<file path="src/rtl/lite_timer_pkg.sv">
// Package for the lite timer: register indices, field positions, reset values, timing.
// Assumes a 125 MHz core clock and 32-bit APB with one register per word.
package lite_timer_pkg;
   // Register indices as printed; byte address is four times the index
   localparam logic [7:0] IDX_TB2_CSR = 8'h08;
   localparam logic [7:0] IDX_TB2_RELOAD = 8'h09;
   localparam logic [7:0] IDX_TB2_COUNT = 8'h0a;
   localparam logic [7:0] IDX_TB1_CSR = 8'h0b;
   localparam logic [7:0] IDX_CAPTURE = 8'h0c;
   // Extra registers for the interrupt block and power mode
   localparam logic [7:0] IDX_IRQ_STATUS = 8'h10;
   localparam logic [7:0] IDX_IRQ_ENABLE = 8'h11;
   localparam logic [7:0] IDX_IRQ_CLEAR = 8'h12;
   localparam logic [7:0] IDX_POWER_MODE = 8'h13;
   // Field positions
   localparam int TB2_FLAG_BIT = 0;
   localparam int TB2_IE_BIT = 1;
   localparam int TB1_FLAG_BIT = 3;
   localparam int TB1_IE_BIT = 4;
   localparam int PERIOD_SEL_BIT = 5;
   localparam int CAP_FLAG_BIT = 6;
   localparam int CAP_IE_BIT = 7;
   // Status bit positions of the sticky event register
   localparam int EV_TB1 = 0;
   localparam int EV_TB2 = 1;
   localparam int EV_CAP = 2;
   // Reset values and counter limits
   localparam logic [7:0] RST_RELOAD = 8'h00;
   localparam logic [7:0] RST_COUNT = 8'h00;
   localparam logic [7:0] RST_CAPTURE = 8'h00;
   localparam logic [7:0] TB1_WRAP = 8'hf9;
   localparam logic [7:0] TB2_TOP = 8'hff;
   // Timing: source clock is the core clock, counters tick at source / 32
   localparam int CORE_CLK_MHZ = 125;
   localparam int SRC_DIV = 32;
   // Power modes
   typedef enum logic [2:0] {
      PM_RUN,
      PM_SLOW,
      PM_WAIT,
      PM_ACTIVE_HALT,
      PM_HALT
   } power_mode_t;
endpackage : lite_timer_pkg

</file>
<file path="src/rtl/lite_tick_div.sv">
// Divider producing a one-cycle tick enable from the core clock.
// Assumes a synchronous active-high reset; run stalls the divider.
module lite_tick_div #(
   parameter int DIV = 32
) (
   // Clock and reset
   input wire logic core_clk,
   input wire logic sys_rst,
   // Control
   input wire logic run,
   output logic tick
);
   localparam int W = $clog2(DIV);

   // Refuse a divider that cannot make a one-cycle tick
   if (DIV < 2) begin : g_div_check
      $error("lite_tick_div: DIV must be at least 2");
   end

   logic [W-1:0] cnt_q;

   // Count source periods; hold while stopped so the phase resumes cleanly
   always_ff @(posedge core_clk) begin
      if (sys_rst) begin
         cnt_q <= '0;
         tick <= 1'b0;
      end else if (run) begin
         tick <= (cnt_q == W'(DIV - 1));
         cnt_q <= (cnt_q == W'(DIV - 1)) ? '0 : cnt_q + 1'b1;
      end else begin
         tick <= 1'b0;
      end
   end
endmodule : lite_tick_div

</file>
<file path="src/rtl/lite_timer.sv">
// Lite timer: fixed timebase 1, autoreload timebase 2, 8-bit input capture.
// Assumes an APB master on core_clk; capture pin is asynchronous.
//
// Contract
// Counter 2 is an 8-bit upcounter, readable but not writable.
// After reset counter 2 starts from reload value, ticking at source/32.
// Counter 2 at FFh overflows: flag event and reload, not wrap.
// Reload writable anytime; new value used only at next overflow.
// Overflow sets timebase2 flag bit 0; bit 1 enables its interrupt.
// Reading the timebase2 status register clears its flag; writes ignored.
// Software keeps bits 7:2 of timebase2 status register zero.
// Halt stops counting; slow, wait and active-halt keep running.
// Three separate interrupt request lines, one per event.
// A request stands only while flag and enable both set.
// Period select bit 5: 8000 or 16000 source periods for timebase 1.
// Timebase1 overflow sets bit 3; bit 4 enables; read clears flag.
// Capture sets bit 6; bit 7 enables; cleared by reading capture.
// Software reads the capture register once after each reset.
// Pin edge while capture flag clear latches counter; reset clears it.
// All events wake from wait; only timebase1 from active-halt.
// Counter 1 is hidden, ticks at source/32, overflows F9h to 00h.
// Captured value is taken from counter 1.
module lite_timer
   import lite_timer_pkg::*;
#(
   parameter int TICK_DIV = SRC_DIV
) (
   // Clock and reset
   input wire logic core_clk,
   input wire logic sys_rst,
   // APB slave
   input wire logic psel,
   input wire logic penable,
   input wire logic pwrite,
   input wire logic [11:0] paddr,
   input wire logic [31:0] pwdata,
   input wire logic [3:0] pstrb,
   output logic [31:0] prdata,
   output logic pready,
   output logic pslverr,
   // Capture pin
   input wire logic capture_input_pin,
   // Interrupt requests
   output logic tb1_irq,
   output logic tb2_irq,
   output logic cap_irq,
   output logic irq,
   // Wake-up request to the power controller
   output logic wake_req
);
   // Refuse a divider that cannot make a one-cycle tick
   if (TICK_DIV < 2) begin : g_div_check
      $error("lite_timer: TICK_DIV must be at least 2");
   end

   // Register state
   logic [7:0] timebase2_count_q;
   logic [7:0] timebase2_reload_q;
   logic [7:0] timebase1_count_q;
   logic period_half_q;
   logic [7:0] capture_value_q;
   logic timebase2_flag_q;
   logic timebase2_irq_enable_q;
   logic timebase1_flag_q;
   logic timebase1_irq_enable_q;
   logic period_select_q;
   logic capture_flag_q;
   logic capture_irq_enable_q;
   logic [2:0] ev_status_q;
   logic [2:0] ev_enable_q;
   power_mode_t pmode_q;
   logic [2:0] pin_sync_q;

   // APB decode: register index is the word address
   // Only byte lane 0 carries register bits; a write without it is dropped
   logic [7:0] idx;
   logic acc;
   logic wr;
   logic rd;
   logic mapped;
   assign idx = paddr[9:2];
   assign acc = psel && penable;
   assign wr = acc && pwrite && pstrb[0];
   assign rd = acc && !pwrite;

   // Unmapped indices and misaligned addresses get pslverr
   always_comb begin
      case (idx)
         IDX_TB2_CSR, IDX_TB2_RELOAD, IDX_TB2_COUNT, IDX_TB1_CSR, IDX_CAPTURE,
         IDX_IRQ_STATUS, IDX_IRQ_ENABLE, IDX_IRQ_CLEAR, IDX_POWER_MODE: mapped = 1'b1;
         default: mapped = 1'b0;
      endcase
      if (paddr[1:0] != 2'b00 || paddr[11:10] != 2'b00) begin
         mapped = 1'b0;
      end
   end

   // Flags as they stood when read data was sampled in the setup cycle.
   // A read clears only what it reported, so an event landing on the setup
   // edge stays visible to the next read instead of being lost.
   logic [2:0] flag_seen_q;
   always_ff @(posedge core_clk) begin
      if (sys_rst) begin
         flag_seen_q <= 3'b000;
      end else if (psel && !penable) begin
         flag_seen_q <= {capture_flag_q, timebase2_flag_q, timebase1_flag_q};
      end
   end

   // Read side effects, taken at the single access edge
   logic rd_tb2_csr;
   logic rd_tb1_csr;
   logic rd_capture;
   assign rd_tb2_csr = rd && mapped && idx == IDX_TB2_CSR && flag_seen_q[EV_TB2];
   assign rd_tb1_csr = rd && mapped && idx == IDX_TB1_CSR && flag_seen_q[EV_TB1];
   assign rd_capture = rd && mapped && idx == IDX_CAPTURE && flag_seen_q[EV_CAP];

   // Halt freezes the counters, other low-power modes do not
   logic run;
   assign run = (pmode_q != PM_HALT);

   logic tick;
   lite_tick_div #(
      .DIV(TICK_DIV)
   ) u_div (
      .core_clk(core_clk),
      .sys_rst(sys_rst),
      .run(run),
      .tick(tick)
   );

   // Counter 1: hidden, F9h back to 00h; every second wrap counts when period doubled
   // After the select bit is set, the first event may come after one or two wraps,
   // since the half-period phase is not realigned by the write
   logic tb1_wrap;
   logic tb1_event;
   assign tb1_wrap = tick && timebase1_count_q == TB1_WRAP;
   assign tb1_event = tb1_wrap && (!period_select_q || period_half_q);

   always_ff @(posedge core_clk) begin
      if (sys_rst) begin
         timebase1_count_q <= RST_COUNT;
         period_half_q <= 1'b0;
      end else if (tick) begin
         timebase1_count_q <= tb1_wrap ? 8'h00 : timebase1_count_q + 8'h01;
         if (tb1_wrap) begin
            period_half_q <= period_select_q ? !period_half_q : 1'b0;
         end
      end
   end

   // Counter 2 starts at the reload value after reset, which is the reset reload
   // It never wraps to zero: every overflow reloads
   logic tb2_event;
   assign tb2_event = tick && timebase2_count_q == TB2_TOP;

   always_ff @(posedge core_clk) begin
      if (sys_rst) begin
         timebase2_count_q <= RST_RELOAD;
      end else if (tick) begin
         timebase2_count_q <= tb2_event ? timebase2_reload_q : timebase2_count_q + 8'h01;
      end
   end

   // Reload register: written anytime, only consumed at overflow
   always_ff @(posedge core_clk) begin
      if (sys_rst) begin
         timebase2_reload_q <= RST_RELOAD;
      end else if (wr && mapped && idx == IDX_TB2_RELOAD) begin
         timebase2_reload_q <= pwdata[7:0];
      end
   end

   // Capture pin synchroniser; edge detect reads only stages 2 and 3
   // Both edges capture; a pin pulse shorter than one clock may be missed
   always_ff @(posedge core_clk) begin
      if (sys_rst) begin
         pin_sync_q <= 3'b000;
      end else begin
         pin_sync_q <= {pin_sync_q[1:0], capture_input_pin};
      end
   end

   logic cap_event;
   assign cap_event = (pin_sync_q[2] ^ pin_sync_q[1]) && !capture_flag_q;

   always_ff @(posedge core_clk) begin
      if (sys_rst) begin
         capture_value_q <= RST_CAPTURE;
      end else if (cap_event) begin
         capture_value_q <= timebase1_count_q;
      end
   end

   // Flags: a set in the same cycle as a read-clear wins
   // A read clear acts only on a flag that the same read reported
   always_ff @(posedge core_clk) begin
      if (sys_rst) begin
         timebase2_flag_q <= 1'b0;
         timebase1_flag_q <= 1'b0;
         capture_flag_q <= 1'b0; // Undefined by design, cleared here for determinism
      end else begin
         if (tb2_event) begin
            timebase2_flag_q <= 1'b1;
         end else if (rd_tb2_csr) begin
            timebase2_flag_q <= 1'b0;
         end
         if (tb1_event) begin
            timebase1_flag_q <= 1'b1;
         end else if (rd_tb1_csr) begin
            timebase1_flag_q <= 1'b0;
         end
         if (cap_event) begin
            capture_flag_q <= 1'b1;
         end else if (rd_capture) begin
            capture_flag_q <= 1'b0;
         end
      end
   end

   // Control bits; flag positions ignore writes
   always_ff @(posedge core_clk) begin
      if (sys_rst) begin
         timebase2_irq_enable_q <= 1'b0;
         timebase1_irq_enable_q <= 1'b0;
         period_select_q <= 1'b0;
         capture_irq_enable_q <= 1'b0;
      end else if (wr && mapped) begin
         if (idx == IDX_TB2_CSR) begin
            timebase2_irq_enable_q <= pwdata[TB2_IE_BIT];
         end
         if (idx == IDX_TB1_CSR) begin
            capture_irq_enable_q <= pwdata[CAP_IE_BIT];
            period_select_q <= pwdata[PERIOD_SEL_BIT];
            timebase1_irq_enable_q <= pwdata[TB1_IE_BIT];
         end
      end
   end

   // Power mode register
   // Unknown codes fall back to run rather than freezing the timer
   always_ff @(posedge core_clk) begin
      if (sys_rst) begin
         pmode_q <= PM_RUN;
      end else if (wr && mapped && idx == IDX_POWER_MODE) begin
         case (pwdata[2:0])
            3'h1: pmode_q <= PM_SLOW;
            3'h2: pmode_q <= PM_WAIT;
            3'h3: pmode_q <= PM_ACTIVE_HALT;
            3'h4: pmode_q <= PM_HALT;
            default: pmode_q <= PM_RUN;
         endcase
      end
   end

   // Sticky event status: write-one-to-clear via clear register, set wins
   // Kept apart from the per-event flags, so reading the timer registers
   // leaves this bank untouched
   logic [2:0] ev_set;
   assign ev_set = {cap_event, tb2_event, tb1_event};

   always_ff @(posedge core_clk) begin
      if (sys_rst) begin
         ev_status_q <= 3'b000;
         ev_enable_q <= 3'b000;
      end else begin
         if (wr && mapped && idx == IDX_IRQ_CLEAR) begin
            ev_status_q <= (ev_status_q & ~pwdata[2:0]) | ev_set;
         end else begin
            ev_status_q <= ev_status_q | ev_set;
         end
         if (wr && mapped && idx == IDX_IRQ_ENABLE) begin
            ev_enable_q <= pwdata[2:0];
         end
      end
   end

   // Request lines: one per event, each flag gated by its enable
   // The processor-side global mask sits beyond these lines
   logic tb1_req;
   logic tb2_req;
   logic cap_req;
   assign tb1_req = timebase1_flag_q && timebase1_irq_enable_q;
   assign tb2_req = timebase2_flag_q && timebase2_irq_enable_q;
   assign cap_req = capture_flag_q && capture_irq_enable_q;

   always_ff @(posedge core_clk) begin
      if (sys_rst) begin
         tb1_irq <= 1'b0;
         tb2_irq <= 1'b0;
         cap_irq <= 1'b0;
         irq <= 1'b0;
         wake_req <= 1'b0;
      end else begin
         tb1_irq <= tb1_req;
         tb2_irq <= tb2_req;
         cap_irq <= cap_req;
         irq <= |(ev_status_q & ev_enable_q);
         case (pmode_q)
            PM_WAIT: wake_req <= tb1_req || tb2_req || cap_req;
            PM_ACTIVE_HALT: wake_req <= tb1_req;
            default: wake_req <= 1'b0;
         endcase
      end
   end

   // Read mux
   logic [7:0] rd_byte;
   always_comb begin
      rd_byte = 8'h00;
      case (idx)
         IDX_TB2_CSR: rd_byte = {6'h00, timebase2_irq_enable_q, timebase2_flag_q};
         IDX_TB2_RELOAD: rd_byte = timebase2_reload_q;
         IDX_TB2_COUNT: rd_byte = timebase2_count_q;
         IDX_TB1_CSR: rd_byte = {capture_irq_enable_q, capture_flag_q, period_select_q,
                                 timebase1_irq_enable_q, timebase1_flag_q, 3'b000};
         IDX_CAPTURE: rd_byte = capture_value_q;
         IDX_IRQ_STATUS: rd_byte = {5'h00, ev_status_q};
         IDX_IRQ_ENABLE: rd_byte = {5'h00, ev_enable_q};
         IDX_POWER_MODE: rd_byte = {5'h00, pmode_q};
         default: rd_byte = 8'h00;
      endcase
   end

   // APB answer in the first access cycle, zero wait states
   // Read data is sampled in the setup cycle, so the read mux works on the
   // address one cycle before the access edge that applies side effects
   always_ff @(posedge core_clk) begin
      if (sys_rst) begin
         prdata <= 32'h0000_0000;
         pready <= 1'b0;
         pslverr <= 1'b0;
      end else begin
         pready <= psel && !penable;
         pslverr <= psel && !penable && !mapped;
         prdata <= (psel && !penable && !pwrite && mapped) ? {24'h000000, rd_byte}
                                                             : 32'h0000_0000;
      end
   end
endmodule : lite_timer

</file>
<file path="config.mk">
export PLATFORM = sky130hd
export DESIGN_NAME = lite_timer
export DESIGN_NICKNAME = d
export VERILOG_FILES = /design/src/rtl/lite_timer_pkg.sv /design/src/rtl/lite_tick_div.sv /design/src/rtl/lite_timer.sv
export SDC_FILE = /design/constraint.sdc
export NUM_CORES = 1
export LEC_CHECK = 0
export ABC_AREA = 0
export BUFFER_PORTS_ARGS = -buffer_cell sky130_fd_sc_hd__buf_2
export CELL_PAD_IN_SITES_DETAIL_PLACEMENT = 0
export CELL_PAD_IN_SITES_GLOBAL_PLACEMENT = 1
export CORE_ASPECT_RATIO = 1.5
export CORE_MARGIN = 8
export CORE_UTILIZATION = 42
export CTS_CLUSTER_SIZE = 28
export DETAILED_ROUTE_END_ITERATION = 10
export GPL_ROUTABILITY_DRIVEN = 0
export PLACE_DENSITY_LB_ADDON = 0.08
export SKIP_LAST_GASP = 1
export SLEW_MARGIN = 10
export SYNTH_ARGS = -nofsm -noshare
export SYNTH_HDL_FRONTEND = slang
export SYNTH_SLANG_ARGS = --single-unit
</file>
<file path="constraint.sdc">
create_clock -name core_clk -period 2.6 [get_ports core_clk]
set_input_delay 0.26 -clock core_clk [delete_from_list [all_inputs] [get_ports core_clk]]
set_output_delay 0.26 -clock core_clk [all_outputs]
set_load 0.01 [all_outputs]
</file>
==> flow_summary.yaml, run 1 <==
run_status:
  status: "finished, final reports clean"
worst_setup_path:
  worstSetupPathType: "flip-flop to flip-flop"
  cp_top_family: "simple AND/OR/NAND/NOR gates"
  r2r_end: "u_div.cnt_q[2]$_SDFFE_PP0N_"
  r2r_slack_ps: 740
  crit_fanout: 6
  worstSetupStartpoint: "u_div.cnt_q[0]$_SDFFE_PP0N_"
  cp.required_ps: 2860
  rr_worst_depth: 5
  critPathArrivalTime_ps: 2120
  crit-reg2reg-launch: "u_div.cnt_q[0]$_SDFFE_PP0N_"
  critPathBufInv: 0
  end_kind: "flip-flop"
  crit_path_top_delay_cell: "or4b_2"
  path_cells: "ha_1 -> and3_1 -> ha_1 -> or4b_2 -> a21oi_1"
  critical_path.most_common_cell: "ha_1"
  slowest_delay_ps: 640
  start_kind: "flip-flop"
synthesis:
  synth_edf_count: 0
  synth_fa_ha_area_frac: 0.0167
  synth_seq_cells: 76
  synthMuxAreaShare: 0.0640
  synthCells: 434
  syn_area_sq_um: 3750
  synth.avg_cell_area_sq_um: 8.65
  synth_top_area_frac: 0.405
  synth_compound_area_frac: 0.178
  yosys_warnings: 0
  synth_cell_types: 57
  ys.flop_type: "dfxtp_1"
  ys_seq_area_frac: 0.405
  synth-xor-area-share: 0.0117
  postSynth.asyncResetShare: 0
  synth_top_family_by_area: "simple AND/OR/NAND/NOR gates"
  yosys.area.top_type: "dfxtp_1"
  synth_simple_gate_area_frac: 0.244
  netlist_top_cells_area: "dfxtp_1, mux2i_1, buf_4"
die:
  ioPinCount: 93
  start_util: 0.428
  die_width_um: 93.2
  die_area_sq_um: 12300
  die_h_um: 132
  design.core.area_sq_um: 8780
  placementRows: 42
sta:
  worstMarginPinSlew_ps: 619
  hold_viol: 0
  period_share: 0.716
  slew_headroom: 0.586
  finClkSkew_ps: 7.10
  rsz0062_at_grt: "no"
  finalSetupViolCount: 0
  setup_tns_ps: 0
  final_max_slew_viol_count: 0
  period_minus_slack_ps: 1860
  worst_hold_slack_ps: 136
  max_freq_mhz: 537
drt:
  dr_wl_met2_um: 5050
  met1_length_um: 4300
  num_vias: 3211
  wl_per_cell_um: 17.7
  drc: 0
  wl_um: 10300
  first_iter_violations: 166
  first_pass_iters: 4
  dr_wl_met3_um: 496
  postRouteAntennaNets: 0
  vias_per_cell: 5.51
  route.top_layer_used: "met4"
cells_and_area:
  fill_cells: 867
  syn2layout_area_growth_pct: 12.3
  antenna_cells: 0
  drive_gt1_frac: 0.152
  nNetsFinal: 528
global_route:
  antenna_found_initial: 0
  grt_max_degree: 56
  grt_pass1_wl_um: 16500
  grt_overflow: 0
  grt_pass1_vias: 3211
  grt_use_total: 0.172
cts:
  clk_pin_slew_worst_paths_ps: 50
  cts_buffers: 9
  cts_setup_buffers: 0
  cts.sinks: 76
  cts_root_buffer: "clkbuf_16"
  hold_buffers: 0
  htreeDepth: 3
  cts_tree: "yes"
  clk_path_buf_depth: 2
  post_cts_resized: 0
  clk_latency_ps: 340
worst_hold_path:
  hold_path.class: "input pin to flip-flop"
  min_path_cells: 2
  holdCritStartpoint: "capture_input_pin"
  min_to: "pin_sync_q[0]$_SDFF_PP0_"
placement:
  dp_hpwl_um: 7740
  portBuffers: 41
power_and_ir_drop:
  max-vdd-ir-drop_v: 0.000396
  p_leak_nw: 1.53
  power_density_nw_per_um2: 580
job:
  drv_cap: 0
## report_power, final
group	switching (mW)	internal [mW]
logic	0.106	0.0455
registers	0.00990	1.17
clock network	0.474	0.635
## worst max path at each step
| stage | end | cells past startpoint |
|---|---|---|
| after floorplan | u_div.cnt_q[2]$_SDFFE_PP0N_ | 5 |
| after global placement | timebase1_count_q[1]$_SDFFE_PP0P_ | 5 |
| after detailed placement | timebase1_count_q[1]$_SDFFE_PP0P_ | 5 |
| after CTS | u_div.cnt_q[2]$_SDFFE_PP0N_ | 5 |
| after global routing | timebase2_count_q[1]$_SDFFE_PP0P_ | 6 |
| final | u_div.cnt_q[2]$_SDFFE_PP0N_ | 5 |
## sequential cells by signal, indices dropped and copies added (netlist names), 3 cells and up
| name | flops |
|---|---|
| timebase1_count_q | 8 |
| pin_sync_q | 3 |
| u_div.cnt_q | 5 |
| ev_enable_q | 3 |
| prdata | 8 |
| capture_value_q | 8 |
| timebase2_count_q | 8 |
| timebase2_reload_q | 8 |
| pmode_q | 3 |
| ev_status_q | 3 |
| flag_seen_q | 3 |
## metal layers
metal,global-route usage,vias to the layer above
li1,-,1593
met1,0.196,1510
met2,0.282,82
met3,0.0433,26
met4,0.0999,0
met5,0,-
## logic make-up after synthesis
logic type | count (synthesis)
buf+inv | 54
compound gates | 107
other cells | 1
simple gates | 162
mux | 24
fa+ha+maj | 5
xor+xnor | 5
flops | 76
## cells in the mapped netlist, types with 2 or more instances
cell	n
nor3b_2	3
and3_1	5
nor3_1	9
xor2_1	4
o2bb2ai_1	5
nand4_1	12
or3_1	5
buf_1	3
mux2i_1	24
o22a_1	2
nand4b_1	2
a311oi_1	4
o31ai_1	4
a31oi_1	5
nor2b_1	9
nor2_1	36
a22o_1	2
dfxtp_1	76
nor3b_1	3
a22oi_1	5
nand3_1	24
nand3b_1	2
clkbuf_1	13
a211oi_1	2
inv_1	8
a21o_1	3
nor4_4	2
and2_1	7
nor4_1	2
and4_1	4
buf_2	6
nand2_1	29
buf_4	24
a21oi_1	34
o211ai_1	2
ha_1	5
o21ai_0	29
## cell type report
cell class,instances,area (sq um),area share
multi-input cells,327,2020,0.479
inverters,8,30.0,0.00712
clock inverters,5,30.0,0.00712
flip-flops and latches,76,1520,0.361
repair buffers,47,250,0.0593
clock buffers,10,229,0.0543
well taps,110,138,0.0326
## placed cells by master, fill, tap and decap left out, types with 7 or more instances in the layout
cell type / count
a21oi_1: 34
and2_1: 7
buf_2: 41
clkbuf_16: 9
conb_1: 24
dfxtp_1: 76
inv_1: 8
mux2i_1: 24
nand2_1: 29
nand3_1: 24
nand4_1: 12
nor2_1: 36
nor2b_1: 9
nor3_1: 9
o21ai_0: 29
## through the flow
stage                     power (mW)  area, sq um  setup slack, ps  utilization  cells
final                           2.44         4220              739        0.481    583
after global placement          1.36         3960              578        0.451    568
after detailed placement        1.36         3960              562        0.451    568
after global routing            2.53         4220              573        0.481    583
after CTS                       2.47         4220              738        0.481    583
after floorplan                 1.33         3840              850            -    457
(Power assumes the default switching activity.)
==> run 2: changes to the inputs <==
--- a/config.mk
+++ b/config.mk
@@ -11,7 +11,7 @@
 export CELL_PAD_IN_SITES_GLOBAL_PLACEMENT = 1
 export CORE_ASPECT_RATIO = 1.5
 export CORE_MARGIN = 8
-export CORE_UTILIZATION = 42
+export CORE_UTILIZATION = 35
 export CTS_CLUSTER_SIZE = 28
 export DETAILED_ROUTE_END_ITERATION = 10
 export GPL_ROUTABILITY_DRIVEN = 0
==> constraint.sdc (replaced) <==
create_clock -name core_clk -period 1.65 [get_ports core_clk]
set_input_delay 0.165 -clock core_clk [delete_from_list [all_inputs] [get_ports core_clk]]
set_output_delay 0.165 -clock core_clk [all_outputs]
set_load 0.01 [all_outputs]
==> flow_summary.yaml, run 2 (synthesis gave the netlist of run 1 again) <==
run_status:
  status: "finished, final reports clean"
power_and_ir_drop:
  p_leak_nw: 1.74
  max-vdd-ir-drop_v: 0.000498
  total_power_mw: 4.06
  power_density_nw_per_um2: 878
die:
  die_width_um: 101
  design.core.area_sq_um: 10500
  placementRows: 46
  die_area_sq_um: 14400
  die_h_um: 143
  start_util: 0.356
  ioPinCount: 93
cts:
  clk_pin_slew_worst_paths_ps: 60
  clk_path_buf_depth: 2
  cts_tree: "yes"
  htreeDepth: 3
  clk_latency_ps: 340
  cts_buffers: 9
  cts.sinks: 76
  cts_root_buffer: "clkbuf_16"
placement:
  placed_area_sq_um: 4320
  post-place-ws_ps: -83.6
  portBuffers: 41
  placed_cells: 643
  dp_hpwl_um: 8840
sta:
  finClkSkew_ps: 10.8
  rsz0062_at_grt: "no"
  period_share: 0.962
  setup_tns_ps: 0
  worstMarginPinSlew_ps: 639
  period_minus_slack_ps: 1590
  final_max_slew_viol_count: 0
  slew_headroom: 0.572
  layout_setup_ws_ps: 63.5
  worst_hold_slack_ps: 68.4
  finalSetupViolCount: 0
  hold_viol: 0
  max_freq_mhz: 630
cells_and_area:
  finalNonFillerCells: 658
  syn2layout_area_growth_pct: 23.2
  nNetsFinal: 569
  fin_area_sq_um: 4630
  antenna_cells: 0
  final_util: 0.439
  drive_gt1_frac: 0.235
  final_common_cell: "dfxtp_1"
  layout_common_cells: "dfxtp_1, buf_4, buf_2"
global_route:
  antenna_found_initial: 0
  grt_use_total: 0.166
  grt_max_degree: 55
  grt_pass1_vias: 3416
  grt_pass1_wl_um: 18200
  grt_overflow: 0
worst_setup_path:
  start_kind: "flip-flop"
  end_kind: "flip-flop"
  worstSetupPathType: "flip-flop to flip-flop"
  crit_fanout: 4
  cp.required_ps: 1910
  critPathArrivalTime_ps: 1850
drt:
  postRouteAntennaNets: 0
  dr_wl_met3_um: 599
  first_iter_violations: 164
  vias_per_cell: 5.15
  wl_um: 11400
  met1_length_um: 4620
  drc: 0
  route.top_layer_used: "met4"
  wl_per_cell_um: 17.3
  num_vias: 3390
  dr_wl_met2_um: 5880
  first_pass_iters: 4
worst_hold_path:
  hold_path.class: "input pin to flip-flop"
job:
  drv_cap: 0
[run 2: cell types whose count changed in the layout (fill, tap and decap cells not counted), sizes merged]
cell,previous run,this run
clkinv,3,2
buf,47,88
clkinvlp,2,1
bufinv,0,1
clkbuf,10,11
[run 2: final timing paths]
check	start	endpoint	slack, ps	cells past startpoint
max	u_div.cnt_q[1]$_SDFFE_PP0N_	u_div.cnt_q[2]$_SDFFE_PP0N_	60	5
min	capture_input_pin	pin_sync_q[0]$_SDFF_PP0_	70	2
max reg2reg	u_div.cnt_q[1]$_SDFFE_PP0N_	u_div.cnt_q[2]$_SDFFE_PP0N_	60	5
min reg2reg	pin_sync_q[0]$_SDFF_PP0_	pin_sync_q[1]$_SDFF_PP0_	440	1
[run 2: what timing repair did]
item	4_1_cts	5_1_grt
buffers inserted	0	0
setup endpoints to repair	1	2
gates cloned	0	0
pin swaps	1	0
gates resized for setup	2	3
hold buffers	0	0
[run 2: area by class of cell]
class                           instances  area [sq um]
Clock buffer                           11           233
Clock inverter                          4          51.3
Fill cell                            1104          5910
Multi-Input combinational cell        327          2050
Sequential cell                        76          1520
Timing Repair Buffer                   88           558
Tap cell                              144           180
Inverter                                8          30.0
[run 2: critical path, cell delays in order (launching register included)]
cell     delay (ps)
dfxtp_2         320
ha_2            180
and3_4          170
ha_2            190
or4b_4          510
a21oi_2         150
[run 2: metal layers]
layer  track usage  vias to the layer above
met5             0                        -
met4        0.0776                        0
met3        0.0375                       12
met2         0.287                      100
met1         0.188                     1593
li1              -                     1685
[run 2: report_power, final]
part	internal [mW]	leakage, nW	switching [mW]
logic	0.101	0.993	0.182
registers	1.85	0.614	0.0109
clock network	1.16	0.136	0.755
total	3.12	1.74	0.948
==> run 3: changes to the inputs <==
--- a/config.mk
+++ b/config.mk
@@ -9,7 +9,7 @@
 export BUFFER_PORTS_ARGS = -buffer_cell sky130_fd_sc_hd__buf_2
 export CELL_PAD_IN_SITES_DETAIL_PLACEMENT = 0
 export CELL_PAD_IN_SITES_GLOBAL_PLACEMENT = 1
-export CORE_ASPECT_RATIO = 1.5
+export CORE_ASPECT_RATIO = 0.7
 export CORE_MARGIN = 8
 export CORE_UTILIZATION = 35
 export CTS_CLUSTER_SIZE = 28
==> flow_summary.yaml, run 3 (synthesis gave the netlist of run 1 again) <==
run_status:
  status: "finished, final reports clean"
global_route:
  grt_overflow: 0
  grt_use_total: 0.165
  grt_pass1_wl_um: 18200
  grt_pass1_vias: 3251
  antenna_found_initial: 0
  grt_max_degree: 38
drt:
  first_pass_iters: 4
  wl_per_cell_um: 17.7
  first_iter_violations: 223
  wl_um: 11500
  num_vias: 3439
  vias_per_cell: 5.27
  postRouteAntennaNets: 0
  drc: 0
power_and_ir_drop:
  clockPowerShare: 0.499
  total_power_mw: 4.30
  power_density_nw_per_um2: 913
  seq_power_share: 0.433
  swShare: 0.227
  power_switching_mw: 0.978
  p_leak_nw: 1.80
  max-vdd-ir-drop_v: 0.000534
  p_comb_frac: 0.067
  p_int_mw: 3.32
cts:
  hold_buffers: 0
  clk_latency_ps: 340
  cts_buffers: 9
  cts.sinks: 76
  htreeDepth: 3
  clk_pin_slew_worst_paths_ps: 60
  cts_tree: "yes"
  cts_setup_buffers: 0
  clk_path_buf_depth: 2
  cts_root_buffer: "clkbuf_16"
sta:
  worst_hold_slack_ps: 39.1
  worstMarginPinSlew_ps: 633
  period_minus_slack_ps: 1570
  finalSetupViolCount: 0
  slew_headroom: 0.576
  final_max_slew_viol_count: 0
  finClkSkew_ps: 5.40
  hold_viol: 0
  max_freq_mhz: 638
  period_share: 0.949
  rsz0062_at_grt: "no"
cells_and_area:
  drive_gt1_frac: 0.240
  nNetsFinal: 575
  seq_area_sq_um: 1520
  fill_cells: 1045
  syn2layout_area_growth_pct: 25.6
  final_common_cell: "dfxtp_1"
  multiInputGateArea_sq_um: 2050
  antenna_cells: 0
  layout_common_cells: "dfxtp_1, buf_4, buf_2"
placement:
  dp_hpwl_um: 8840
  portBuffers: 41
worst_setup_path:
  crit_fanout: 3
  cp_top_family: "simple AND/OR/NAND/NOR gates"
  end_kind: "flip-flop"
  worstSetupPathType: "flip-flop to flip-flop"
  crit_path_top_delay_cell: "or3_1"
  start_kind: "flip-flop"
  critPathArrivalTime_ps: 1840
  cp.required_ps: 1920
  slowest_delay_ps: 500
  path_cells: "inv_1 -> ha_1 -> nand4b_1 -> or3_1 -> a21o_1 -> a31oi_1"
  critPathBufInv: 1
die:
  ioPinCount: 93
  die_width_um: 140
  start_util: 0.361
  die_area_sq_um: 14400
  design.core.area_sq_um: 10400
  die_h_um: 103
  placementRows: 31
worst_hold_path:
  hold_path.class: "input pin to flip-flop"
job:
  drv_cap: 0
==> run 3: power by group through the flow <==
stage / clock network, mW / logic (mW) / registers (mW)
2_1_floorplan: 0 / 0.195 / 1.90
3_3_place_gp: 0 / 0.283 / 1.90
3_5_place_dp: 0 / 0.286 / 1.91
4_1_cts: 2.19 / 0.287 / 1.86
5_1_grt: 2.26 / 0.317 / 1.86
6_report: 2.15 / 0.290 / 1.86
==> run 3: final cells by class <==
class                   count  share of cell area
clock buffers              12              0.0523
clock inverters             4              0.0154
inverters                   8             0.00637
multi-input cells         327               0.434
flip-flops and latches     76               0.323
well taps                 132              0.0350
repair buffers             94               0.133
==> run 3: worst reg2reg max path, cell delays in order (launching register included) <==
cell      delay [ps]
dfxtp_1          310
inv_1             50
ha_1             140
nand4b_1         160
or3_1            500
a21o_1           220
a31oi_1          120
==> run 3: per-stage QoR <==
stage | instance area, sq um | TNS, ps | instances | utilization | worst slack [ps]
global placement | 4380 | -1.08 | 637 | 0.421 | -1.08
finish | 4710 | 0 | 653 | 0.454 | 83.5
floorplan | 3850 | 0 | 457 | - | 2.10
global route | 4710 | 0 | 653 | 0.454 | 13.5
detailed placement | 4380 | -20.2 | 637 | 0.421 | -20.2
CTS | 4710 | 0 | 653 | 0.453 | 61.7
==> run 3: layer usage <==
metal / global-route usage / vias up / wire length [um]
met5: 0 / - / 0
met4: 0.0523 / 0 / 127
met3: 0.0407 / 12 / 788
met2: 0.235 / 91 / 4620
met1: 0.239 / 1643 / 6010
li1: - / 1693 / -
==> run 3: what timing repair did <==
item,4_1_cts,5_1_grt
pin swaps,1,0
hold endpoints to repair,0,0
setup endpoints to repair,1,4
resized for setup,2,1
==> run 3: path summary, 6_finish.rpt <==
path              depth (start not counted)                        end                              start  slack [ps]
setup / recovery                          6  ev_status_q[0]$_SDFF_PP0_  timebase1_count_q[1]$_SDFFE_PP0P_          80
hold / removal                            2   pin_sync_q[0]$_SDFF_PP0_                  capture_input_pin          40
setup reg to reg                          6  ev_status_q[0]$_SDFF_PP0_  timebase1_count_q[1]$_SDFFE_PP0P_          80
hold reg to reg                           1   pin_sync_q[1]$_SDFF_PP0_           pin_sync_q[0]$_SDFF_PP0_         460
